===== config.mk =====
export PLATFORM = sky130hd
export DESIGN_NAME = rsio_core
export DESIGN_NICKNAME = d
export VERILOG_FILES = /design/src/hdl/rsio_pkg.sv /design/src/hdl/rsio_core.sv
export SDC_FILE = /design/constraint.sdc
export NUM_CORES = 1
export LEC_CHECK = 0
export ABC_AREA = 0
export BUFFER_PORTS_ARGS = -buffer_cell sky130_fd_sc_hd__buf_2
export CORE_MARGIN = 1.5
export CORE_UTILIZATION = 30
export CTS_BUF_LIST = sky130_fd_sc_hd__clkbuf_4 sky130_fd_sc_hd__clkbuf_8
export CTS_CLUSTER_DIAMETER = 150
export DETAILED_ROUTE_END_ITERATION = 6
export GPL_TIMING_DRIVEN = 0
export PLACE_DENSITY_LB_ADDON = 0.12
export SETUP_SLACK_MARGIN = 0.3
export SYNTH_ARGS = -nofsm -noshare
export SYNTH_HDL_FRONTEND = slang
export SYNTH_SLANG_ARGS = --single-unit

===== constraint.sdc =====
create_clock -name sys_clk -period 95 [get_ports sys_clk]
set_clock_uncertainty 0.2 [all_clocks]
set_input_delay 9.5 -clock sys_clk [delete_from_list [all_inputs] [get_ports sys_clk]]
set_output_delay 9.5 -clock sys_clk [all_outputs]
set_load 0.02 [all_outputs]

===== src/hdl/rsio_pkg.sv =====
// constants for the relay status input and output logic
package rsio_pkg;
	localparam int CLK_NS = 10;
	localparam int SAMPLE_NS_50 = 2500000;
	localparam int SAMPLE_NS_60 = 2083333;
	localparam int SAMPLE_CYC_50 = SAMPLE_NS_50 / CLK_NS;
	localparam int SAMPLE_CYC_60 = SAMPLE_NS_60 / CLK_NS;
	localparam int MS_NS = 1000000;
	localparam int MS_CYC = MS_NS / CLK_NS;
	localparam int SEC_MS = 1000;
	localparam int FLASH_MS = 250;
	localparam logic [3:0] FILT_MAX = 4'h8;
	localparam logic [6:0] HOLD_MS = 7'h3c;
	localparam logic [6:0] AR_MS = 7'h64;
	localparam int N_OPTO = 5;
	localparam int OPTO_INH = 0;
	localparam int OPTO_PIT = 1;
	localparam int OPTO_IT = 2;
	localparam int OPTO_RST = 3;
	localparam int OPTO_SYNC = 4;
	localparam int N_OUT = 8;
	localparam int OUT_ANY = 3;
	localparam int OUT_IT = 7;
	localparam logic [7:0] REG_CTRL = 8'h00;
	localparam logic [7:0] REG_STAT = 8'h04;
	localparam logic [7:0] REG_TIME = 8'h08;
	localparam int CTRL_POLE = 0;
	localparam int CTRL_AR3 = 1;
	localparam int CTRL_SYNC_LO = 2;
	localparam int CTRL_F60 = 5;
	localparam logic [2:0] SYNC_RST = 3'h0;
	localparam logic [31:0] SYNC_5M = 32'h0000012c;
	localparam logic [31:0] SYNC_10M = 32'h00000258;
	localparam logic [31:0] SYNC_15M = 32'h00000384;
	localparam logic [31:0] SYNC_30M = 32'h00000708;
	localparam logic [31:0] SYNC_60M = 32'h00000e10;
endpackage : rsio_pkg


===== src/hdl/rsio_core.sv =====
// status input filters, inhibit handshake and trip output logic
`timescale 1ns/1ps
module rsio_core #(
	parameter int SAMPLE_CYC_50 = rsio_pkg::SAMPLE_CYC_50,
	parameter int SAMPLE_CYC_60 = rsio_pkg::SAMPLE_CYC_60,
	parameter int MS_CYC = rsio_pkg::MS_CYC
) (
	input wire logic sys_clk, // 100 MHz clock
	input wire logic rst_b, // async reset, low
	input wire logic [7:0] paddr, // apb address
	input wire logic psel, // apb select
	input wire logic penable, // apb enable
	input wire logic pwrite, // apb direction
	input wire logic [31:0] pwdata, // apb write data
	output logic [31:0] prdata, // apb read data
	output logic pready, // apb ready
	output logic pslverr, // apb error
	input wire logic [4:0] optoIn, // opto pins
	input wire logic [2:0] diffPhase, // local phases operated
	input wire logic diffGround, // local fault involves ground
	input wire logic [2:0] rxTripPhase, // received transfer trip
	input wire logic rxTripGround, // received trip is ground
	input wire logic rxInhibit, // received remote inhibit
	input wire logic rxIntertrip, // received intertrip
	input wire logic rxPermIt, // received permissive intertrip
	input wire logic alarmIn, // alarm request
	output logic txInhibit, // inhibit bit to send
	output logic txIntertrip, // intertrip bit to send
	output logic txPermIt, // permissive bit to send
	output logic trip_phase_a, // trip group a
	output logic trip_phase_b, // trip group b
	output logic trip_phase_c, // trip group c
	output logic anyTrip, // any-trip output
	output logic [2:0] phase_operated_flags, // per-phase operated
	output logic intertripOut, // intertrip output
	output logic blockArOut, // block auto-reclose
	output logic alarmOut, // alarm output
	output logic oosLed, // out-of-service led
	output logic tripLed, // trip led
	output logic alarmLed, // alarm led
	output logic dispClear, // clear alarm display pulse
	output logic [31:0] calSec // calendar seconds
);
	typedef struct packed {
		logic [4:0] s1;
		logic [4:0] s2;
		logic [4:0][3:0] fcnt;
		logic [4:0] fltPrev;
		logic [17:0] sdiv;
		logic [16:0] mdiv;
		logic [9:0] secCnt;
		logic [7:0] flashCnt;
		logic flash;
		logic [3:0] relCnt;
		logic [7:0] out;
		logic [7:0][6:0] hold;
		logic ar;
		logic [6:0] arCnt;
		logic tripLed;
		logic alarmLed;
		logic dispClr;
		logic singlePole;
		logic arOn3ph;
		logic freq60;
		logic [2:0] syncSel;
		logic [31:0] sec;
		logic [31:0] rdata;
		logic slverr;
	} rsio_state_s;

	rsio_state_s r_reg;
	rsio_state_s r_next;
	logic sTick, mTick, secTick, inhAcc, supp, pit, gnd, anyCond;
	logic rstEdge, syncEdge, arCond, apbWr;
	logic [4:0] flt;
	logic [2:0] phaseOp, routed;
	logic [7:0] cond;
	logic [31:0] iv, remv, snapped;

	////////////////////////////////////////////////////////////////////////
	function automatic logic regHit(input logic [7:0] a);
		regHit = (a == rsio_pkg::REG_CTRL) || (a == rsio_pkg::REG_STAT) ||
			(a == rsio_pkg::REG_TIME);
	endfunction : regHit

	function automatic logic [31:0] syncSecs(input logic [2:0] sel);
		case (sel)
			3'h1: syncSecs = rsio_pkg::SYNC_10M;
			3'h2: syncSecs = rsio_pkg::SYNC_15M;
			3'h3: syncSecs = rsio_pkg::SYNC_30M;
			3'h4: syncSecs = rsio_pkg::SYNC_60M;
			default: syncSecs = rsio_pkg::SYNC_5M;
		endcase
	endfunction : syncSecs

	////////////////////////////////////////////////////////////////////////
	// time bases: sample strobe per mains rate, millisecond and second
	assign sTick = r_reg.sdiv >= (r_reg.freq60 ? 18'(SAMPLE_CYC_60 - 1) :
		18'(SAMPLE_CYC_50 - 1));
	assign mTick = r_reg.mdiv == 17'(MS_CYC - 1);
	assign secTick = mTick && r_reg.secCnt == 10'(rsio_pkg::SEC_MS - 1);

	genvar gi;
	generate
		for (gi = 0; gi < rsio_pkg::N_OPTO; gi++) begin : g_flt
			assign flt[gi] = r_reg.fcnt[gi] == rsio_pkg::FILT_MAX;
		end
	endgenerate

	assign inhAcc = flt[rsio_pkg::OPTO_INH];
	assign supp = inhAcc || r_reg.relCnt != 4'h0 || rxInhibit;
	assign rstEdge = flt[rsio_pkg::OPTO_RST] &&
		!r_reg.fltPrev[rsio_pkg::OPTO_RST];
	assign syncEdge = flt[rsio_pkg::OPTO_SYNC] &&
		!r_reg.fltPrev[rsio_pkg::OPTO_SYNC];

	// trip routing
	assign pit = rxPermIt;
	assign phaseOp = diffPhase | rxTripPhase;
	assign gnd = diffGround || rxTripGround;
	assign anyCond = (|phaseOp) || pit;
	assign routed = (r_reg.singlePole && !pit && gnd && $onehot(phaseOp)) ?
		phaseOp : {3{anyCond}};
	assign cond = {rxIntertrip, diffPhase, anyCond, routed};
	assign arCond = pit || (r_reg.arOn3ph && (&phaseOp));
	assign apbWr = psel && penable && pwrite && regHit(paddr);

	// snap to nearest multiple of the sync interval
	assign iv = syncSecs(r_reg.syncSel);
	assign remv = r_reg.sec % iv;
	assign snapped = ({remv[30:0], 1'b0} >= iv) ? r_reg.sec + (iv - remv) :
		r_reg.sec - remv;

	////////////////////////////////////////////////////////////////////////
	always_comb begin
		r_next = r_reg;
		r_next.s1 = optoIn;
		r_next.s2 = r_reg.s1;
		r_next.fltPrev = flt;
		r_next.sdiv = sTick ? 18'h00000 : r_reg.sdiv + 18'h00001;
		r_next.mdiv = mTick ? 17'h00000 : r_reg.mdiv + 17'h00001;
		if (secTick) begin
			r_next.secCnt = 10'h000;
		end else if (mTick) begin
			r_next.secCnt = r_reg.secCnt + 10'h001;
		end
		// eight-sample filters, restart on any inactive sample
		for (int i = 0; i < rsio_pkg::N_OPTO; i++) begin
			if (sTick) begin
				if (!r_reg.s2[i]) begin
					r_next.fcnt[i] = 4'h0;
				end else if (r_reg.fcnt[i] != rsio_pkg::FILT_MAX) begin
					r_next.fcnt[i] = r_reg.fcnt[i] + 4'h1;
				end
			end
		end
		// release delay after inhibit withdrawn
		if (inhAcc) begin
			r_next.relCnt = rsio_pkg::FILT_MAX;
		end else if (sTick && r_reg.relCnt != 4'h0) begin
			r_next.relCnt = r_reg.relCnt - 4'h1;
		end
		// outputs with minimum hold, immediate drop after it
		for (int i = 0; i < rsio_pkg::N_OUT; i++) begin
			if (supp) begin
				r_next.out[i] = 1'b0;
				r_next.hold[i] = 7'h00;
			end else if (cond[i] && !r_reg.out[i]) begin
				r_next.out[i] = 1'b1;
				r_next.hold[i] = rsio_pkg::HOLD_MS;
			end else begin
				if (mTick && r_reg.hold[i] != 7'h00) begin
					r_next.hold[i] = r_reg.hold[i] - 7'h01;
				end
				r_next.out[i] = r_reg.out[i] &&
					(cond[i] || r_reg.hold[i] != 7'h00);
			end
		end
		// auto-reclose block with drop-off extension
		if (supp) begin
			r_next.ar = 1'b0;
			r_next.arCnt = 7'h00;
		end else if (arCond) begin
			r_next.ar = 1'b1;
			r_next.arCnt = rsio_pkg::AR_MS;
		end else if (r_reg.ar) begin
			if (r_reg.arCnt == 7'h00) begin
				r_next.ar = 1'b0;
			end else if (mTick) begin
				r_next.arCnt = r_reg.arCnt - 7'h01;
			end
		end
		// flash for remote inhibit
		if (mTick) begin
			if (r_reg.flashCnt == 8'(rsio_pkg::FLASH_MS - 1)) begin
				r_next.flashCnt = 8'h00;
				r_next.flash = !r_reg.flash;
			end else begin
				r_next.flashCnt = r_reg.flashCnt + 8'h01;
			end
		end
		// indicators: a new event wins over the reset
		r_next.dispClr = rstEdge;
		r_next.tripLed = (r_reg.tripLed && !rstEdge) ||
			r_reg.out[rsio_pkg::OUT_ANY] || r_reg.out[rsio_pkg::OUT_IT];
		r_next.alarmLed = (r_reg.alarmLed && !rstEdge) || alarmOut;
		// calendar seconds
		if (syncEdge) begin
			r_next.sec = snapped;
		end else if (secTick) begin
			r_next.sec = r_reg.sec + 32'h00000001;
		end
		// apb slave, zero wait states
		if (psel && !penable) begin
			r_next.slverr = !regHit(paddr);
			case (paddr)
				rsio_pkg::REG_CTRL: r_next.rdata = {26'h0000000, r_reg.freq60,
					r_reg.syncSel, r_reg.arOn3ph, r_reg.singlePole};
				rsio_pkg::REG_STAT: r_next.rdata = {20'h00000, r_reg.ar,
					r_reg.out, rxInhibit, r_reg.relCnt != 4'h0, inhAcc};
				rsio_pkg::REG_TIME: r_next.rdata = r_reg.sec;
				default: r_next.rdata = 32'h00000000;
			endcase
		end
		if (apbWr && paddr == rsio_pkg::REG_CTRL) begin
			r_next.singlePole = pwdata[rsio_pkg::CTRL_POLE];
			r_next.arOn3ph = pwdata[rsio_pkg::CTRL_AR3];
			r_next.syncSel = pwdata[rsio_pkg::CTRL_SYNC_LO +: 3];
			r_next.freq60 = pwdata[rsio_pkg::CTRL_F60];
		end
		if (apbWr && paddr == rsio_pkg::REG_TIME) begin
			r_next.sec = pwdata;
		end
	end

	always_ff @(posedge sys_clk or negedge rst_b) begin
		if (!rst_b) begin
			r_reg <= '0;
			r_reg.syncSel <= rsio_pkg::SYNC_RST;
		end else begin
			r_reg <= r_next;
		end
	end

	////////////////////////////////////////////////////////////////////////
	assign prdata = r_reg.rdata;
	assign pready = 1'b1;
	assign pslverr = psel && penable && r_reg.slverr;
	assign txInhibit = inhAcc;
	assign txIntertrip = flt[rsio_pkg::OPTO_IT];
	assign txPermIt = flt[rsio_pkg::OPTO_PIT];
	assign trip_phase_a = r_reg.out[0];
	assign trip_phase_b = r_reg.out[1];
	assign trip_phase_c = r_reg.out[2];
	assign anyTrip = r_reg.out[rsio_pkg::OUT_ANY];
	assign phase_operated_flags = r_reg.out[6:4];
	assign intertripOut = r_reg.out[rsio_pkg::OUT_IT];
	assign blockArOut = r_reg.ar;
	assign alarmOut = alarmIn && !supp;
	assign oosLed = inhAcc || (rxInhibit && r_reg.flash);
	assign tripLed = r_reg.tripLed;
	assign alarmLed = r_reg.alarmLed;
	assign dispClear = r_reg.dispClr;
	assign calSec = r_reg.sec;
endmodule : rsio_core


==> Word level (Yosys, flattened, before mapping) <==
Index checks and enable logic that the tools add are counted.
{ "op_classes": {"add_sub_neg": 25, "div": 1, "order_cmp": 2, "n_eq_ne": 26, "n_mux": 71, "n_bitwise": 1, "n_reduce_logical": 111} }
{ "op_table": {"columns": ["op", "count"], "rows": [
  ["$mux 7", 26],
  ["$mux 32", 4],
  ["$pmux 32 s3", 1],
  ["$sub 32x32->32", 2],
  ["$sub 7x1->7 const B", 9],
  ["$reduce_bool 7->1", 8],
  ["$mux 4", 12],
  ["$pmux 12 s4", 1],
  ["$logic_and 1x1->1", 43],
  ["$reduce_bool 3->1", 11],
  ["$add 32x1->32 const B", 1],
  ["$add 32x32->32", 1],
  ["$ge 32x32->1", 1],
  ["$mod 32x32->32", 1],
  ["$mux 8", 4],
  ["$add 4x1->4 const B", 5],
  ["$eq 4x4->1 const B", 5],
  ["$mux 10", 2],
  ["$ne 4x4->1 const B", 5],
  ["$logic_or 1x1->1", 19],
  ["$add 18x1->18 const B", 1],
  ["$ge 18x18->1", 1],
  ["$mux 18", 1],
  ["$add 17x1->17 const B", 1],
  ["other kinds (29)", 72]
]} }
{ "totals": {"register_bits": 239, "input_bits": 62, "output_inout_bits": 83} }

==> Depth between registers and ports, before layout <==
{ "depth": {"depth_word": 10, "mapped_depth": 383} }

==> Worst setup path before layout <==
Ideal clock, no wire load.
{ "synth_timing": {"kind": "register to register", "start": "reg r_reg[65] (netlist bit)", "end": "reg r_reg (netlist bit calSec[31])", "setup_time_ns": 0.122, "arrival_time_ns": 67.222, "path_slack_ns": 27.457, "path_stages_with_launch": 350, "path_buffers": 35, "synth_period_minus_slack_ns": 67.543, "path_cell_list": "dfrtp_1 -> clkbuf_1 -> o21ai_1 -> nand2_2 -> buf_6 -> buf_6 -> clkbuf_1 -> buf_6 -> clkbuf_8 -> clkbuf_1 -> buf_1 -> clkbuf_1 -> clkbuf_8 -> clkbuf_1 -> clkbuf_1 -> clkbuf_1 -> buf_6 -> clkbuf_1 -> [314 not listed] -> o21bai_1 -> a21oi_1 -> o21bai_1 -> a21oi_1 -> o21bai_1 -> a21oi_1 -> o21bai_1 -> a21oi_1 -> o21bai_1 -> a21oi_1 -> o21bai_1 -> a21oi_1 -> xor2_1 -> nand2_2 -> o31ai_4 -> xnor2_1 -> a21oi_1 -> o21ai_1"} }
{ "synth_via": {"elab_chain_cells": 8} }
{ "synth_lines": {"columns": ["element", "line", "source"], "rows": [
  ["from (decl)", "rsio_core.sv:71", "rsio_state_s r_reg;"],
  ["from (signal assigned)", "rsio_core.sv:241", "r_reg <= r_next;"],
  ["$eq 3x3->1 (tied with other cells)", "rsio_core.sv:87", "case (sel)"],
  ["$pmux 12 s4 *", "rsio_core.sv:87", null],
  ["$mod 32x32->32", "rsio_core.sv:130", "assign remv = r_reg.sec % iv;"],
  ["$sub 32x32->32", "rsio_core.sv:131", "assign snapped = ({remv[30:0], 1'b0} >= iv) ? r_reg.sec + (iv - remv) :"],
  ["$add 32x32->32", "rsio_core.sv:131", null],
  ["$mux 32 *", "rsio_core.sv:131", null],
  ["$mux 32 *", "rsio_core.sv:208", "if (syncEdge) begin"],
  ["$mux 32 *", "rsio_core.sv:231", "if (apbWr && paddr == rsio_pkg::REG_TIME) begin"]
]} }
Every way passes the cells marked *; elsewhere a longest branch is shown, timed or not.
A chain may end at the register's enable or synchronous reset.

==> Worst setup path after layout <==
Same ends and word-level chain as after synthesis.

==> impl_metrics.ini <==
[run_status]
outcome = finished clean

[routing]
viasPerCell = 5.60
drt_drc_violations_left = 0
drtAntennaViolNets = 0
wl_final_um = 153000
routedWlPerCell_um = 21.6
drt_first_iter_violations = 2738
routed-via-count = 39515
drtPass1Iterations = 5

[clocking]
cts.reportedPaths.clkPinSlew_ns = 0.06
cts_max_level = 2
clockBufferDepth = 3
clock_tree.root_cell = clkbuf_8
cts_sinks = 236
tritoncts = yes
cts-buffers-inserted = 50
clk-insertion-delay-late_ns = 0.72
number_of_buffers_added_to_fix_hold_violations_after_cts = 0

[yosys]
synth-adder-area-share_pct = 11.6
yosysWarnings = 0
synth-compound-area-share_pct = 28.0
synth.yosys.seq_area_share_pct = 15.1
yosys_most_used_dff = dfrtp_1
syn_inst = 5064
syn-num-nets = 5463
synth_top_family_by_area = compound AO/OA/AOI/OAI gates
synth_xor_xnor_area_share_pct = 9.44
syn-cell-area_mm2 = 0.0392
synth-async-reset-ratio_pct = 100
synth_edf_count = 0
netlist-cell-type-count = 180
post_synthesis_mux_area_share_pct = 3.49
synth_area_per_inst_um2 = 7.74
synth-seq-cells = 236
synthSimpleGateAreaFrac_pct = 25.9

[worst_setup_path]
critPathRequiredTime_ns = 95.39
timing.critical_path.slowest_cell_delay_ns = 0.74
cpMaxStageDelayCell = o21ai_0
cp_common_cell = a21oi_1
cp_data_arrival_time_ns = 88.18
timing.rr.end = calSec[31]
critical_setup_path_kind = flip-flop to flip-flop
critPathCaptureType = flip-flop
ff2ff_path_depth = 347
r2r-start = r_reg[65]
setup.worst_path.end = calSec[31]
cp_max_fo = 25
start_kind = flip-flop
r2r_setup_slack_ns = 7.21
worst_setup_sp = r_reg[65]

[sta]
tns_ns = 0
worst_pin_slew_ns = 1.24
finalSetupViolCount = 0
timing.final.crit_share_pct = 92.4
number_of_endpoints_with_negative_hold_slack_in_the_final_report = 0
max_freq_mhz = 11.4
setup_repair_after_global_routing_missed_its_margin = false
relSlewSlack_pct = 17.2
maxSlewViolCount = 0
layout_min_cycle_time_ns = 87.79

[layout]
finish.net_count = 5669
area_delta_synth_final_pct = 11.0
layout-drive-gt1-share_pct = 14.6
flip_flop_count_of_the_largest_register_after_layout = 155
layout.filler_cells = 13981

[placed_design]
port_buffers = 143
place_congestion = 0.917
dp_hpwl_um = 124000

[floorplan]
die-height_um = 364
design.portCount = 145
placementRows = 132
die_area_mm2 = 0.133
die_width_um = 364
initial_utilization_pct = 30.2
core_region_area_mm2 = 0.130

[global_route]
grt_pass1_vias = 37316
antenna_found_initial = 3
global_route.overflow_total = 0
pin_count_of_the_biggest_net_entering_global_routing = 83
first_pass_grt_wire_length_um = 230000
total_grt_usage_pct = 22.3

[hold_path]
worstHoldPathType = flip-flop to flip-flop

[run]
drv.max_cap_violation_count = 0
==> Yosys cell counts, drive strengths merged (54+ instances only) <==
master / instances / area [µm²]
nand3: 165 / 866
nor2: 494 / 1900
mux2i: 69 / 718
xnor2: 279 / 2470
nand2: 459 / 1760
o31ai: 58 / 493
inv: 186 / 706
o21a: 99 / 748
nor3: 174 / 953
a21oi: 378 / 1960
o21ai: 305 / 1560
nand4: 83 / 538
and2: 77 / 500
a31oi: 85 / 598
nor4: 65 / 577
a211oi: 59 / 490
nor2b: 54 / 338
and3: 56 / 368
or3: 65 / 423
dfrtp: 236 / 5910
a21o: 63 / 490
ha: 308 / 3850
nand2b: 68 / 428
buf: 149 / 1270
mux2: 57 / 649
clkbuf: 114 / 513
xor2: 135 / 1180
==> routing by layer <==
layer / part of all wire (%) / track usage [%] / vias to the layer above
met4: 2.2 / 4.94 / 0
met5: 0 / 0 / -
li1: - / - / 19169
met2: 44 / 35.8 / 990
met1: 49 / 31.9 / 19200
met3: 4.6 / 2.23 / 156
==> kinds of logic (layout without fill, tap and decap cells) <==
family          after synthesis  count (layout)
compound gates             1548            1548
xor+xnor                    416             416
fa+ha+maj                   349             349
buf+inv                     454             698
flops                       236             236
mux                         126             126
other cells                   1               3
simple gates               1934            1934
==> area by class of cell <==
| type | count | area [µm²] | area share (%) |
|---|---|---|---|
| multi-input combinational | 4374 | 30800 | 70.8 |
| sequential | 236 | 5910 | 13.6 |
| tap | 1742 | 2180 | 5.01 |
| buffer | 267 | 1830 | 4.21 |
| timing repair buffer | 154 | 955 | 2.19 |
| clock buffer | 72 | 941 | 2.16 |
| inverter | 187 | 709 | 1.63 |
| clock inverter | 18 | 185 | 0.426 |
| antenna | 2 | 5.00 | 0.0115 |
==> worst max-delay path, delay by kind of cell (launching register included) <==
kind / cells / cell delay, ns
xor+xnor: 5 / 0.82
compound gates: 169 / 38.95
simple gates: 92 / 20.97
mux: 10 / 3.26
buf+inv: 45 / 14.14
flops: 1 / 0.34
fa+ha+maj: 26 / 8.72
==> repair_timing <==
action,CTS,global route
gates resized for setup,0,2
setup endpoints to repair,0,1
buffers inserted,0,0
==> cells in the final DEF (no fill, tap or decap), types with 65 or more instances in the layout <==
cell and instances:
nor3_1 159, buf_4 93, a21oi_1 362, nor2_1 477, xnor2_1 275, nand3_1 157
nand2_1 444, inv_1 177, a31oi_1 80, clkbuf_8 72, buf_2 150, xor2_1 135
dfrtp_1 236, clkbuf_1 104, nand4_1 80, and2_1 65, ha_1 308, o21a_1 95
nand2b_1 67, o21ai_0 243
==> how the worst min path moves through the flow <==
| stage | start | end | cells past startpoint |
|---|---|---|---|
| floorplan | r_next[229] | r_reg[229] | 0 |
| global placement | r_next[232] | r_reg[232] | 0 |
| detailed placement | r_next[233] | r_reg[233] | 0 |
| CTS | r_next[233] | r_reg[233] | 0 |
| global route | r_next[230] | r_reg[230] | 0 |
| finish | r_next[232] | r_reg[232] | 0 |
==> stage by stage <==
step / setup WS, ns / instances / cell area [µm²] / utilization (%) / hold WS [ns]
detailed placement: 7.67 / 6959 / 42400 / 32.7 / 0.135
finish: 7.21 / 7052 / 43500 / 33.6 / 0.146
floorplan: 27.46 / 5064 / 39200 / - / 0.131
CTS: 7.33 / 7049 / 43500 / 33.5 / 0.149
global placement: 7.16 / 6949 / 42100 / 32.5 / 0.133
global route: 0.485 / 7051 / 43500 / 33.6 / 0.153
Power is left out: the tool's default activity adds up to more than one toggle a clock period on the data nets, which glitch-free logic cannot reach.
